--- src/core/agi_cfg.svh ---
// Constants for the indirect gain access block.
// Assumes inclusion by the main module and the gain store only.
`ifndef AGI_CFG_SVH
`define AGI_CFG_SVH
`define AGI_IDX_COARSE     8'h04
`define AGI_IDX_FINE       8'h07
`define AGI_IDX_ADDSEL     8'h08
`define AGI_CFG_GAIN_WINDOW_ENABLE_BIT 0
`define AGI_ADD_BIT        0
`define AGI_RST_BYTE       8'h00
`define AGI_RST_GAIN       12'h000
`endif

--- src/core/agi_pkg.sv ---
// Types shared by the gain access block.
// Assumes no surroundings beyond the config header.
package agi_pkg;
   typedef enum logic [2:0]
   {
      AGI_SEL_NONE   = 3'b001,
      AGI_SEL_COARSE = 3'b010,
      AGI_SEL_OTHER  = 3'b100
   } agi_sel_t;
   typedef logic [7:0] agi_byte_t;
endpackage

--- src/core/agi_wr_if.sv ---
// Internal write bundle between the access port and the gain store.
// Assumes one clock domain.
interface agi_wr_if;
   logic       wr_en;
   logic [7:0] wr_idx;
   logic [7:0] wr_data;
   modport src (output wr_en, output wr_idx, output wr_data);
   modport dst (input wr_en, input wr_idx, input wr_data);
endinterface

--- src/core/agi_top.sv ---
// What this block does
// - Config bit 0 turns result bytes into port
// - High byte selects address, low byte writes
// - Gain registers never read back
// - Gain twelve bits: coarse byte, fine nibble
// - Additive select bit 0 sets gain-add
//
// Holds the indirect gain access window on the result registers.
// Assumes single-cycle register strobes from the processor bus,
// and a conversion engine that supplies results with a strobe.
`include "agi_cfg.svh"
module agi_top
   import agi_pkg::*;
(
   // Clock and reset
   input  wire logic              core_clk_in,
   input  wire logic              rst_n_in,
   // Register strobes
   input  wire logic              cfg_wr_in,
   input  wire agi_pkg::agi_byte_t cfg_wdata_in,
   input  wire logic              res_high_wr_in,
   input  wire logic              res_low_wr_in,
   input  wire agi_pkg::agi_byte_t res_wdata_in,
   // Conversion results
   input  wire logic              conv_done_in,
   input  wire logic [11:0]       conv_result_in,
   // Register read views
   output agi_pkg::agi_byte_t     adc_config_out,
   output agi_pkg::agi_byte_t     adc_result_high_out,
   output agi_pkg::agi_byte_t     adc_result_low_out,
   // Gain outputs
   output logic [11:0]            gain_out,
   output logic                   gain_add_control_out,
   output logic                   gain_window_enable_out
);
   import agi_pkg::*;

   // Configuration group
   agi_byte_t   cfg_q;
   agi_byte_t   cfg_d;
   // Result group
   agi_byte_t   hi_q;
   agi_byte_t   hi_d;
   agi_byte_t   lo_q;
   agi_byte_t   lo_d;
   // Access port group
   agi_byte_t   idx_q;
   agi_byte_t   idx_d;
   agi_sel_t    sel_q;
   agi_sel_t    sel_d;
   logic        wen_q;
   logic        wen_d;
   agi_byte_t   wdat_q;
   agi_byte_t   wdat_d;
   // Gain copy group
   logic [11:0] gain_w;
   logic        add_w;
   logic [11:0] gain_q;
   logic [11:0] gain_d;
   logic        add_q;
   logic        add_d;
   logic        win;

   agi_wr_if wr_bus ();

   function automatic agi_sel_t agi_decode(input agi_byte_t idx);
      case (idx)
         `AGI_IDX_COARSE: agi_decode = AGI_SEL_COARSE;
         `AGI_IDX_FINE:   agi_decode = AGI_SEL_OTHER;
         `AGI_IDX_ADDSEL: agi_decode = AGI_SEL_OTHER;
         default:         agi_decode = AGI_SEL_NONE;
      endcase
   endfunction

   assign win = cfg_q[`AGI_CFG_GAIN_WINDOW_ENABLE_BIT];

   // Configuration register; the window follows one cycle after a write
   always_comb
   begin
      cfg_d = cfg_q;
      if (cfg_wr_in)
      begin
         cfg_d = cfg_wdata_in;
      end
   end

   always_ff @(posedge core_clk_in or negedge rst_n_in)
   begin
      if (!rst_n_in)
      begin
         cfg_q <= `AGI_RST_BYTE;
      end
      else
      begin
         cfg_q <= cfg_d;
      end
   end

   // Result registers; a closed-window write beats a same-cycle result
   always_comb
   begin
      hi_d = hi_q;
      lo_d = lo_q;
      // Conversions during the window still update results; software
      // is expected not to start one then
      if (conv_done_in)
      begin
         hi_d = {4'h0, conv_result_in[11:8]};
         lo_d = conv_result_in[7:0];
      end
      if (!win && res_high_wr_in)
      begin
         hi_d = res_wdata_in;
      end
      if (!win && res_low_wr_in)
      begin
         lo_d = res_wdata_in;
      end
   end

   always_ff @(posedge core_clk_in or negedge rst_n_in)
   begin
      if (!rst_n_in)
      begin
         hi_q <= `AGI_RST_BYTE;
         lo_q <= `AGI_RST_BYTE;
      end
      else
      begin
         hi_q <= hi_d;
         lo_q <= lo_d;
      end
   end

   // Access port: the high byte latches the index, the low byte sends data
   always_comb
   begin
      idx_d  = idx_q;
      sel_d  = sel_q;
      wen_d  = 1'b0;
      wdat_d = wdat_q;
      if (win && res_high_wr_in)
      begin
         idx_d = res_wdata_in;
         sel_d = agi_decode(res_wdata_in);
      end
      if (win && res_low_wr_in)
      begin
         // Unknown addresses are dropped rather than aliased
         case (sel_q)
            AGI_SEL_COARSE: wen_d = 1'b1;
            AGI_SEL_OTHER:  wen_d = 1'b1;
            AGI_SEL_NONE:   wen_d = 1'b0;
            default:        wen_d = 1'b0;
         endcase
         wdat_d = res_wdata_in;
      end
   end

   always_ff @(posedge core_clk_in or negedge rst_n_in)
   begin
      if (!rst_n_in)
      begin
         idx_q  <= `AGI_RST_BYTE;
         sel_q  <= AGI_SEL_NONE;
         wen_q  <= 1'b0;
         wdat_q <= `AGI_RST_BYTE;
      end
      else
      begin
         idx_q  <= idx_d;
         sel_q  <= sel_d;
         wen_q  <= wen_d;
         wdat_q <= wdat_d;
      end
   end

   assign wr_bus.wr_en   = wen_q;
   assign wr_bus.wr_idx  = idx_q;
   assign wr_bus.wr_data = wdat_q;

   agi_gain_store u_store
   (
      .core_clk_in          (core_clk_in),
      .rst_n_in             (rst_n_in),
      .wr                   (wr_bus),
      .gain_out             (gain_w),
      .gain_add_control_out (add_w)
   );

   // Registered copy keeps top outputs straight from flip-flops
   always_comb
   begin
      gain_d = gain_w;
      add_d  = add_w;
   end

   always_ff @(posedge core_clk_in or negedge rst_n_in)
   begin
      if (!rst_n_in)
      begin
         gain_q <= `AGI_RST_GAIN;
         add_q  <= 1'b0;
      end
      else
      begin
         gain_q <= gain_d;
         add_q  <= add_d;
      end
   end

   assign adc_config_out         = cfg_q;
   // Reads show result bytes only; gain contents never leak
   assign adc_result_high_out    = hi_q;
   assign adc_result_low_out     = lo_q;
   assign gain_out               = gain_q;
   assign gain_add_control_out   = add_q;
   assign gain_window_enable_out = cfg_q[`AGI_CFG_GAIN_WINDOW_ENABLE_BIT];
endmodule

--- src/core/agi_gain_store.sv ---
// Write-only gain register store.
// Assumes writes arrive only while the gain window is open.
`include "agi_cfg.svh"
module agi_gain_store
   import agi_pkg::*;
(
   // Clock and reset
   input  wire logic        core_clk_in,
   input  wire logic        rst_n_in,
   // Write bundle
   agi_wr_if.dst            wr,
   // Stored gain
   output logic [11:0]      gain_out,
   output logic             gain_add_control_out
);
   logic [7:0] coarse_q, coarse_d;
   logic [3:0] fine_q, fine_d;
   logic       add_q, add_d;

   always_comb
   begin
      coarse_d = coarse_q;
      fine_d   = fine_q;
      add_d    = add_q;
      if (wr.wr_en)
      begin
         case (wr.wr_idx)
            `AGI_IDX_COARSE: coarse_d = wr.wr_data;
            `AGI_IDX_FINE:   fine_d   = wr.wr_data[7:4];
            `AGI_IDX_ADDSEL: add_d    = wr.wr_data[`AGI_ADD_BIT];
            default:         coarse_d = coarse_q;
         endcase
      end
   end

   always_ff @(posedge core_clk_in or negedge rst_n_in)
   begin
      if (!rst_n_in)
      begin
         coarse_q <= `AGI_RST_BYTE;
         fine_q   <= 4'h0;
         add_q    <= 1'b0;
      end
      else
      begin
         coarse_q <= coarse_d;
         fine_q   <= fine_d;
         add_q    <= add_d;
      end
   end

   assign gain_out             = {coarse_q, fine_q};
   assign gain_add_control_out = add_q;
endmodule

--- config.mk ---
export PLATFORM = sky130hd
export DESIGN_NAME = agi_top
export DESIGN_NICKNAME = d
export VERILOG_FILES = /design/src/core/agi_pkg.sv /design/src/core/agi_wr_if.sv /design/src/core/agi_top.sv /design/src/core/agi_gain_store.sv
export VERILOG_INCLUDE_DIRS = /design/src /design/src/core
export SDC_FILE = /design/constraint.sdc
export NUM_CORES = 1
export LEC_CHECK = 0
export BUFFER_PORTS_ARGS = -buffer_cell sky130_fd_sc_hd__buf_2
export CAP_MARGIN = 25
export CORE_ASPECT_RATIO = 0.75
export CORE_MARGIN = 4
export CORE_UTILIZATION = 50
export DETAILED_ROUTE_END_ITERATION = 7
export HOLD_SLACK_MARGIN = 0.1
export PLACE_DENSITY = 0.78
export SLEW_MARGIN = 20
export SYNTH_ARGS = -nofsm -noshare
export SYNTH_HDL_FRONTEND = slang
export SYNTH_HIERARCHICAL = 1
export SYNTH_SLANG_ARGS = --single-unit
--- constraint.sdc ---
create_clock -name core_clk_in -period 2.2 [get_ports core_clk_in]
set_input_delay 0 -clock core_clk_in [delete_from_list [all_inputs] [get_ports core_clk_in]]
set_output_delay 0 -clock core_clk_in [all_outputs]
set_load 0.01 [all_outputs]
==> flow_summary_export.csv, run 1 <==
group,metric,value,unit
worst_setup_path,cp.arrival,2.23,ns
worst_setup_path,endpoint_kind,"flip-flop",
layout,fillerInstances,379,
grt,grt_usage,19.46,%
status,status,"finished, final reports clean",
placed_design,gp_congestion,0.7356,
worst_hold_path,hold_class,"in -> reg",
yosys,syn_area,0.002714,mm2
cts,clk_pin_slew,0.07,ns
pwr,pwr_density_cell,742.2,mW/mm2
timing,hold_viol_final,0,
pwr,peakVddDrop,0.0005513,V
yosys,synth_top_area_cell,"dfrtp_1",
route,wl_per_cell,15.09,um
route,finalWirelength,5.840,mm
worst_setup_path,cp_max_fo,9,
grt,grt_pass1_vias,2081,
cts,root_buffer,"clkbuf_8",
yosys,ys_seq_elements,70,
yosys,ys_seq_area_share,64.59,%
yosys,yosys_warnings,6,
timing,final-max-slew-violation-count,0,
floorplan,num_rows,22,
grt,antenna_found_initial,0,
grt,grt_max_degree,44,
floorplan,die_h,71.81,um
route,first_iter_violations,98,
yosys,syn_nets,221,
layout,final_common_cell,"buf_2",
placed_design,hpwl,3.773,mm
grt,grt_pass1_wl,9.970,mm
yosys,yosysUniqueCellTypes,28,
cts,ctsLongestPathBuffers,2,
timing,fin_tns_setup,0,ns
placed_design,port_buffers,71,
floorplan,ioPinCount,72,
cts,cts.sinks,70,
floorplan,dieArea,0.006683,mm2
floorplan,core,0.005065,mm2
cts,post_cts_resized,0,
route,route.detailed.drc,0,
timing,finClkSkew,0.007101,ns
route,final_antenna_net_count,0,
timing,fin_crit,2.012,ns
floorplan,start_util,53.58,%
layout,nets,344,
yosys,synthTopCellsByArea,"dfrtp_1, mux2_2, mux2i_1, o21ai_0, nand2_1",
cts,insertion_delay,0.34,ns
layout,areaGrowthSynthToFinish,39.14,%
layout,antennaDiodeCount,0,
timing,tightest_slew,0.6361,ns
worst_setup_path,cp_data_required_time,2.42,ns
worst_hold_path,hold_start,"res_low_wr_in",
worst_setup_path,start_kind,"flip-flop",
timing,fmax,496.9,MHz
cts,cts_buffers,9,
timing,slew_headroom,57.59,%
timing,setup_violations,0,
cts,cts_tree,"done",
pwr,p_leak,1.864,nW
timing,fin_crit_sh,91.48,%
floorplan,die_width,93.07,um
worst_setup_path,critPathLaunch,"adc_config_out[0]",
grt,overflow,0,
flow_run,cap_violations,0,
yosys,avgSynthCellArea,14.51,um2
worst_setup_path,rr_startpoint,"adc_config_out[0]",
route,drt_first_pass_iters,4,
layout,final_cell_mix,"buf_2, dfrtp_1, dlygate4sd3_1, mux2_2, nand2_1",
layout,post_route_cells_drive_above_1_share,42.22,%
cts,htreeDepth,3,
route,num_vias,1904,
yosys,synth_top_area_share,63.62,%
worst_setup_path,crit_type,"reg -> reg",
timing,grt_setup_unrepaired,"false",
route,via_per_inst,4.920,
timing,hold_slack,0.1956,ns
yosys,syn_inst,187,
## critical path, cell delays in order (launching register included)
cell and delay, ns:
dfrtp_1 0.46, nor2b_1 0.52, buf_4 0.26, o21ai_0 0.09, dlygate4sd3_1 0.56
## cell type report
type                       count  area, um2  share of cell area [%]
clock buffer                  12      145.1                   3.844
tap                           72      90.09                   2.386
clock inverter                 4      22.52                  0.5964
timing repair buffer         119      840.8                   22.27
sequential                    70       1753                   46.42
multi-input combinational    110      924.6                   24.49
## sequential cells by signal (all words and copies together), names as in the netlist
| name | count |
|---|---|
| wdat_q | 8 |
| adc_config_out | 8 |
| u_store/gain_add_control_out | 1 |
| gain_out | 12 |
| u_store/fine_q | 4 |
| gain_add_control_out | 1 |
| u_store/coarse_q | 8 |
| sel_q | 3 |
| wen_q | 1 |
| idx_q | 8 |
| adc_result_low_out | 8 |
| adc_result_high_out | 8 |
## metrics by stage
stage / worst slack [ns] / utilization, % / std cells / cell area [um2] / total power, W
3_3_place_gp: 0.7509 / 62.35 / 326 / 3158 / 0.001827
4_1_cts: 0.2011 / 74.56 / 387 / 3776 / 0.002833
5_1_grt: 0.07039 / 74.56 / 387 / 3776 / 0.002957
3_5_place_dp: 0.7255 / 62.35 / 326 / 3158 / 0.001845
2_1_floorplan: 0.8187 / - / 187 / 2714 / 0.001678
6_report: 0.1875 / 74.56 / 387 / 3776 / 0.002803
## logic make-up (layout without fill, tap and decap cells)
group | Yosys count | in the layout | share of synthesized area, %
xor gates and xnor gates | 1 | 1 | 0.3228
buffers and inverters | 7 | 135 | 1.337
and+or+nand+nor | 38 | 38 | 9.405
DFF | 70 | 70 | 64.59
muxes | 49 | 49 | 19.78
AOI/OAI and AO/OA | 22 | 22 | 4.565
## repair_timing
| action | in CTS | in global routing |
|---|---|---|
| endpoints found under the hold margin | 68 | 0 |
| hold buffers | 45 | 0 |
| buffers inserted | 0 | 0 |
## path summary, 6_finish.rpt
path / slack [ns] / end / depth (start not counted)
max: 0.19 / adc_result_high_out[3] / 4
min: 0.20 / wen_q / 3
min in group asynchronous: 0.21 / gain_out[5] / 2
min reg2reg: 0.37 / gain_out[10] / 0
max in group asynchronous: 1.29 / sel_q[0] / 3
max reg2reg: 0.19 / adc_result_high_out[3] / 4
## cells in the mapped netlist (all sizes together)
| master | count |
|---|---|
| dfrtp | 69 |
| mux2 | 37 |
| nand2 | 19 |
| o21ai | 16 |
| mux2i | 12 |
| buf | 6 |
| nand2b | 5 |
| a21oi | 2 |
| a22o | 2 |
| nand4b | 2 |
| nor2 | 2 |
| nor2b | 2 |
| nor3 | 2 |
| nor4b | 2 |
| and4 | 1 |
| and4bb | 1 |
| clkbuf | 1 |
| dfstp | 1 |
| o21bai | 1 |
| o32ai | 1 |
| or2 | 1 |
| or4 | 1 |
| xnor2 | 1 |
## routing by layer
layer  global-route usage [%]  part of all wire (%)  vias to the layer above
li1                         -                     -                      903
met1                    24.38                    45                      929
met2                    31.44                    47                       67
met3                    8.395                   7.8                        5
met4                    4.715                  0.53                        0
met5                        0                     0                        -
## report_power, final
group / internal, W / switching [W] / total [W]
Combinational: 0.000248 / 0.000187 / 0.000436
Clock: 0.000435 / 0.000454 / 0.000889
Sequential: 0.00140 / 0.0000798 / 0.00148
Total: 0.00208 / 0.000721 / 0.00280
Note: power is estimated with default switching activity, not from simulation.
==> inputs of run 2 (changes only) <==
CORE_MARGIN = unset   (was 4)
CORE_UTILIZATION = 47   (was 50)
GPL_ROUTABILITY_DRIVEN = 1   (was unset)
PLACE_DENSITY = 0.77   (was 0.78)
clock period = 1.8 ns   (was 2.2 ns; I/O delays follow)
==> run 2 against run 1 <==
  * Cell area shrank 0.17%
  * Non-clock buffer count grew 2
  * Clock-buffer cell count is the same
  * Cell count grew 0.78%
  * Register-to-register slack lost 0.04 ns
  * Via count grew 0.16%
  * Global-route usage grew 1.2 points
  * Sequential cell count is the same
  * Sequential power grew 22%
  * First-iteration DRC count shrank 29%
  * Clock skew grew 0.0021 ns
==> flow_summary_export.csv, run 2 (synthesized netlist as in run 1, its figures left out) <==
group,metric,value,unit
worst_setup_path,slowest_stage,"dlygate4sd3_1",
layout,multi_input_area,924.6,um2
layout,largest_reg_flops,12,
worst_setup_path,start_kind,"flip-flop",
status,status,"finished, final reports clean",
layout,stdcell_area,0.003770,mm2
worst_setup_path,crit_end,"adc_result_low_out[5]",
grt,grt_usage,20.62,%
placed_design,gp_congestion,0.6997,
worst_setup_path,rrSetupSlack,0.14,ns
route,route.detailed.drc,0,
route,final_antenna_net_count,0,
cts,postCtsSetupBuffers,0,
cts,ctsLongestPathBuffers,2,
timing,tightest_slew,0.5125,ns
layout,final_util,69.31,%
worst_setup_path,rr_startpoint,"adc_config_out[0]",
route,num_vias,1907,
worst_setup_path,cp_slowest_stage_delay,0.59,ns
timing,fin_tns_setup,0,ns
route,via_per_inst,4.890,
grt,grt_pass1_wl,9.259,mm
grt,antenna_found_initial,0,
cts,cts_tree,"done",
worst_setup_path,cp_data_required_time,2.01,ns
floorplan,ioPinCount,72,
route,wl_per_cell,14.72,um
worst_setup_path,path_cells,"nor2b_1, buf_4, o21ai_0, dlygate4sd3_1",
cts,clk_pin_slew,0.07,ns
cts,cts.sinks,70,
worst_setup_path,cp.arrival,1.87,ns
layout,areaGrowthSynthToFinish,38.91,%
timing,hold_slack,0.1617,ns
floorplan,core,0.005439,mm2
timing,grt_setup_unrepaired,"false",
worst_setup_path,r2r-end,"adc_result_low_out[5]",
timing,slew_headroom,65.75,%
pwr,peakVddDrop,0.0005942,V
layout,final_common_cell,"buf_2",
floorplan,start_util,49.90,%
cts,insertion_delay,0.33,ns
route,drt_first_pass_iters,4,
worst_setup_path,r2r_cells,4,
timing,final-max-slew-violation-count,0,
worst_setup_path,endpoint_kind,"flip-flop",
timing,setup_violations,0,
timing,hold_viol_final,0,
floorplan,die_width,89.75,um
timing,fin_crit,1.655,ns
worst_setup_path,cp_max_fo,16,
grt,overflow,0,
timing,finClkSkew,0.009153,ns
pwr,pwr_density_cell,895.6,mW/mm2
floorplan,die_h,67.81,um
floorplan,num_rows,23,
timing,fin_crit_sh,91.97,%
route,finalWirelength,5.739,mm
cts,htreeDepth,3,
floorplan,dieArea,0.006085,mm2
layout,post_route_cells_drive_above_1_share,42.22,%
grt,grt_pass1_vias,1924,
layout,nets,346,
route,first_iter_violations,70,
layout,seq_area,0.001753,mm2
layout,final_cell_mix,"buf_2, dfrtp_1, dlygate4sd3_1, mux2_2, nand2_1",
pwr,p_leak,1.865,nW
grt,grt_max_degree,32,
placed_design,port_buffers,71,
placed_design,hpwl,3.544,mm
flow_run,cap_violations,0,
layout,antennaDiodeCount,0,
worst_hold_path,hold_class,"in -> async",
layout,fillerInstances,384,
cts,cts_buffers,9,
cts,post_cts_resized,0,
placed_design,placedInstanceArea,0.003164,mm2
worst_setup_path,crit_type,"reg -> reg",
worst_setup_path,critPathLaunch,"adc_config_out[0]",
cts,root_buffer,"clkbuf_8",
timing,fmax,604.1,MHz
[run 2: cell count changes in the layout (fill, tap and decap cells not counted), sizes merged]
cell	delta
clkinvlp	-1
clkinv	-1
buf	+2
[run 2: report_power, final]
group / switching (W) / total (W) / internal, W / leakage [nW]
Sequential: 0.0000989 / 0.00181 / 0.00171 / 0.893
Combinational: 0.000230 / 0.000531 / 0.000302 / 0.890
Clock: 0.000517 / 0.00104 / 0.000519 / 0.0821
[run 2: layer usage]
metal  wire length [um]  track usage, %  part of all wire, %
met5                  0               0                    0
met4                 70           7.787                  1.2
met3                313           7.432                  5.5
met2               2703           33.85                   47
met1               2652           25.55                   46
[run 2: layout make-up]
class / instances / share of cell area [%]
Clock buffer: 12 / 3.850
Clock inverter: 2 / 0.2655
Multi-Input combinational cell: 110 / 24.53
Sequential cell: 70 / 46.50
Tap cell: 75 / 2.489
Timing Repair Buffer: 121 / 22.37
[run 2: worst min-delay path by stage]
stage,start,endpoint,slack [ns],depth (start not counted)
3_3_place_gp,rst_n_in,gain_out[5],-0.004,1
5_1_grt,rst_n_in,gain_out[5],0.20,2
2_1_floorplan,rst_n_in,adc_config_out[0],-0.30,0
3_5_place_dp,rst_n_in,gain_out[5],-0.001,1
6_report,rst_n_in,gain_out[5],0.16,2
4_1_cts,rst_n_in,gain_out[5],0.18,2
[run 2: worst max-delay path: cells and delay by family, from the launching register on]
| family | cells | cell delay (ns) |
|---|---|---|
| buf+inv | 2 | 0.80 |
| flops | 1 | 0.47 |
| simple gates | 1 | 0.14 |
| compound gates | 1 | 0.13 |
[run 2: timing repair]
action                                 CTS  global route
hold buffers                            45             0
setup endpoints to repair                0             0
endpoints found under the hold margin   62             0
[run 2: metrics by stage]
step	setup WS [ns]	cells	total power [W]
3_5_place_dp	0.3179	331	0.002250
6_report	0.1446	390	0.003376
3_3_place_gp	0.3598	331	0.002232
2_1_floorplan	0.4187	187	0.002051
5_1_grt	0.04871	390	0.003540
4_1_cts	0.2051	390	0.003400
==> inputs of run 3 (changes only) <==
CORE_UTILIZATION = 40   (was 47)
PLACE_DENSITY = 0.68   (was 0.77)
==> run 3 against run 2 <==
  * Critical path depth unchanged
  * Cell count increased by 1.5%
  * Wire length decreased by 6.4%
  * Global-route usage decreased by 3.4 points
  * Clock-buffer cell count decreased by 3
==> flow_summary_export.csv, run 3 (synthesized netlist as in run 1, its figures left out) <==
group,metric,value,unit
worst_setup_path,start_kind,"flip-flop",
timing,final-max-slew-violation-count,0,
grt,overflow,0,
worst_setup_path,rr_startpoint,"adc_config_out[0]",
layout,multi_input_area,924.6,um2
cts,ctsLongestPathBuffers,2,
floorplan,num_rows,25,
route,via_per_inst,4.790,
worst_hold_path,hold_class,"in -> async",
timing,fin_crit,1.600,ns
placed_design,gp_congestion,0.6923,
pwr,p_leak,1.898,nW
flow_run,cap_violations,0,
cts,cts_buffers,9,
status,status,"finished, final reports clean",
grt,grt_pass1_vias,1961,
cts,clk_pin_slew,0.08,ns
layout,nets,344,
cts,postCtsSetupBuffers,0,
route,finalWirelength,5.370,mm
grt,antenna_found_initial,0,
grt,grt_pass1_wl,9.273,mm
timing,fin_crit_sh,88.90,%
cts,cts.sinks,70,
grt,grt_usage,17.19,%
pwr,pwr_density_cell,996.1,mW/mm2
floorplan,die_width,97.11,um
worst_setup_path,crit_type,"reg -> reg",
layout,fillerInstances,518,
layout,areaGrowthSynthToFinish,42.37,%
floorplan,start_util,42.32,%
worst_setup_path,cp.arrival,1.83,ns
timing,fmax,624.9,MHz
cts,htreeDepth,3,
worst_setup_path,cp_max_fo,16,
route,wl_per_cell,13.56,um
layout,seq_area,0.001753,mm2
floorplan,dieArea,0.007122,mm2
layout,antennaDiodeCount,0,
worst_setup_path,slowest_stage,"dlygate4sd3_1",
timing,setup_violations,0,
cts,cts_tree,"done",
floorplan,die_h,73.34,um
timing,finClkSkew,0.009299,ns
route,route.detailed.drc,0,
cts,ctsHoldBuffers,45,
worst_setup_path,cp_data_required_time,2.03,ns
cts,post_cts_resized,0,
route,num_vias,1897,
grt,grt_max_degree,71,
layout,post_route_cells_drive_above_1_share,42.86,%
layout,final_util,60.25,%
timing,hold_viol_final,0,
route,first_iter_violations,50,
floorplan,core,0.006412,mm2
timing,tightest_slew,0.5092,ns
timing,slew_headroom,65.97,%
layout,final_common_cell,"buf_2",
worst_setup_path,cp_slowest_stage_delay,0.57,ns
pwr,peakVddDrop,0.0004551,V
worst_setup_path,path_cells,"nor2b_1, buf_4, o21ai_0, dlygate4sd3_1",
placed_design,port_buffers,71,
worst_setup_path,critPathLaunch,"adc_config_out[0]",
placed_design,hpwl,3.344,mm
timing,grt_setup_unrepaired,"false",
layout,final_cell_mix,"buf_2, dfrtp_1, dlygate4sd3_1, mux2_2, nand2_1",
route,drt_first_pass_iters,4,
worst_setup_path,endpoint_kind,"flip-flop",
cts,root_buffer,"clkbuf_8",
floorplan,ioPinCount,72,
layout,largest_reg_flops,12,
cts,insertion_delay,0.34,ns
timing,fin_tns_setup,0,ns
route,final_antenna_net_count,0,
-- run 3: cell types whose count changed in the layout (fill, tap and decap cells not counted) --
cell	before	now
clkinv_4	0	1
buf_12	0	1
clkbuf_8	10	9
bufinv_16	0	3
clkinv_2	2	1
inv_6	0	1
buf_4	5	2
clkbuf_1	2	0
clkinvlp_4	0	1
-- run 3: through the flow --
stage	area, um2	power, W	cells	setup WS [ns]	hold WS [ns]
finish	3864	0.003849	396	0.1998	0.2002
global route	3864	0.004050	396	0.1129	0.2250
CTS	3864	0.003887	396	0.2061	0.2117
detailed placement	3169	0.002250	335	0.3491	0.05133
global placement	3169	0.002236	335	0.3540	0.05014
floorplan	2714	0.002051	187	0.4187	-0.2956
-- run 3: worst paths after layout --
check	endpoint	slack [ns]	depth (start not counted)
setup / recovery	adc_result_high_out[0]	0.20	4
hold / removal	gain_out[1]	0.20	3
setup reg to reg	adc_result_high_out[0]	0.20	4
hold reg to reg	gain_out[10]	0.37	0
max in group asynchronous	sel_q[0]	1.27	3
min in group core_clk_in	wen_q	0.20	3
-- run 3: area by class of cell --
| cell class | instances | area share [%] |
|---|---|---|
| timing repair buffer | 119 | 21.76 |
| tap | 81 | 2.623 |
| clock buffer | 9 | 3.206 |
| sequential | 70 | 45.37 |
| clock inverter | 7 | 3.109 |
| multi-input combinational | 110 | 23.93 |
-- run 3: report_power, final --
part	switching (W)	internal (W)	total (W)	leakage [nW]
Combinational	0.000224	0.000304	0.000528	0.885
Clock	0.000587	0.000924	0.00151	0.120
Sequential	0.000102	0.00171	0.00181	0.893
-- run 3: metal layers --
metal | part of all wire (%) | track usage (%) | vias to the layer above | routed length, um
li1 | - | - | 908 | -
met2 | 46 | 27.54 | 53 | 2458
met4 | 0.97 | 4.478 | 0 | 52
met1 | 48 | 22.42 | 928 | 2571
met5 | 0 | 0 | - | 0
met3 | 5.4 | 6.280 | 8 | 288
-- run 3: critical path, delay by kind of cell (launching register included) --
kind	cells	cell delay (ns)
buf+inv	2	0.77
simple gates	1	0.15
compound gates	1	0.11
flops	1	0.46
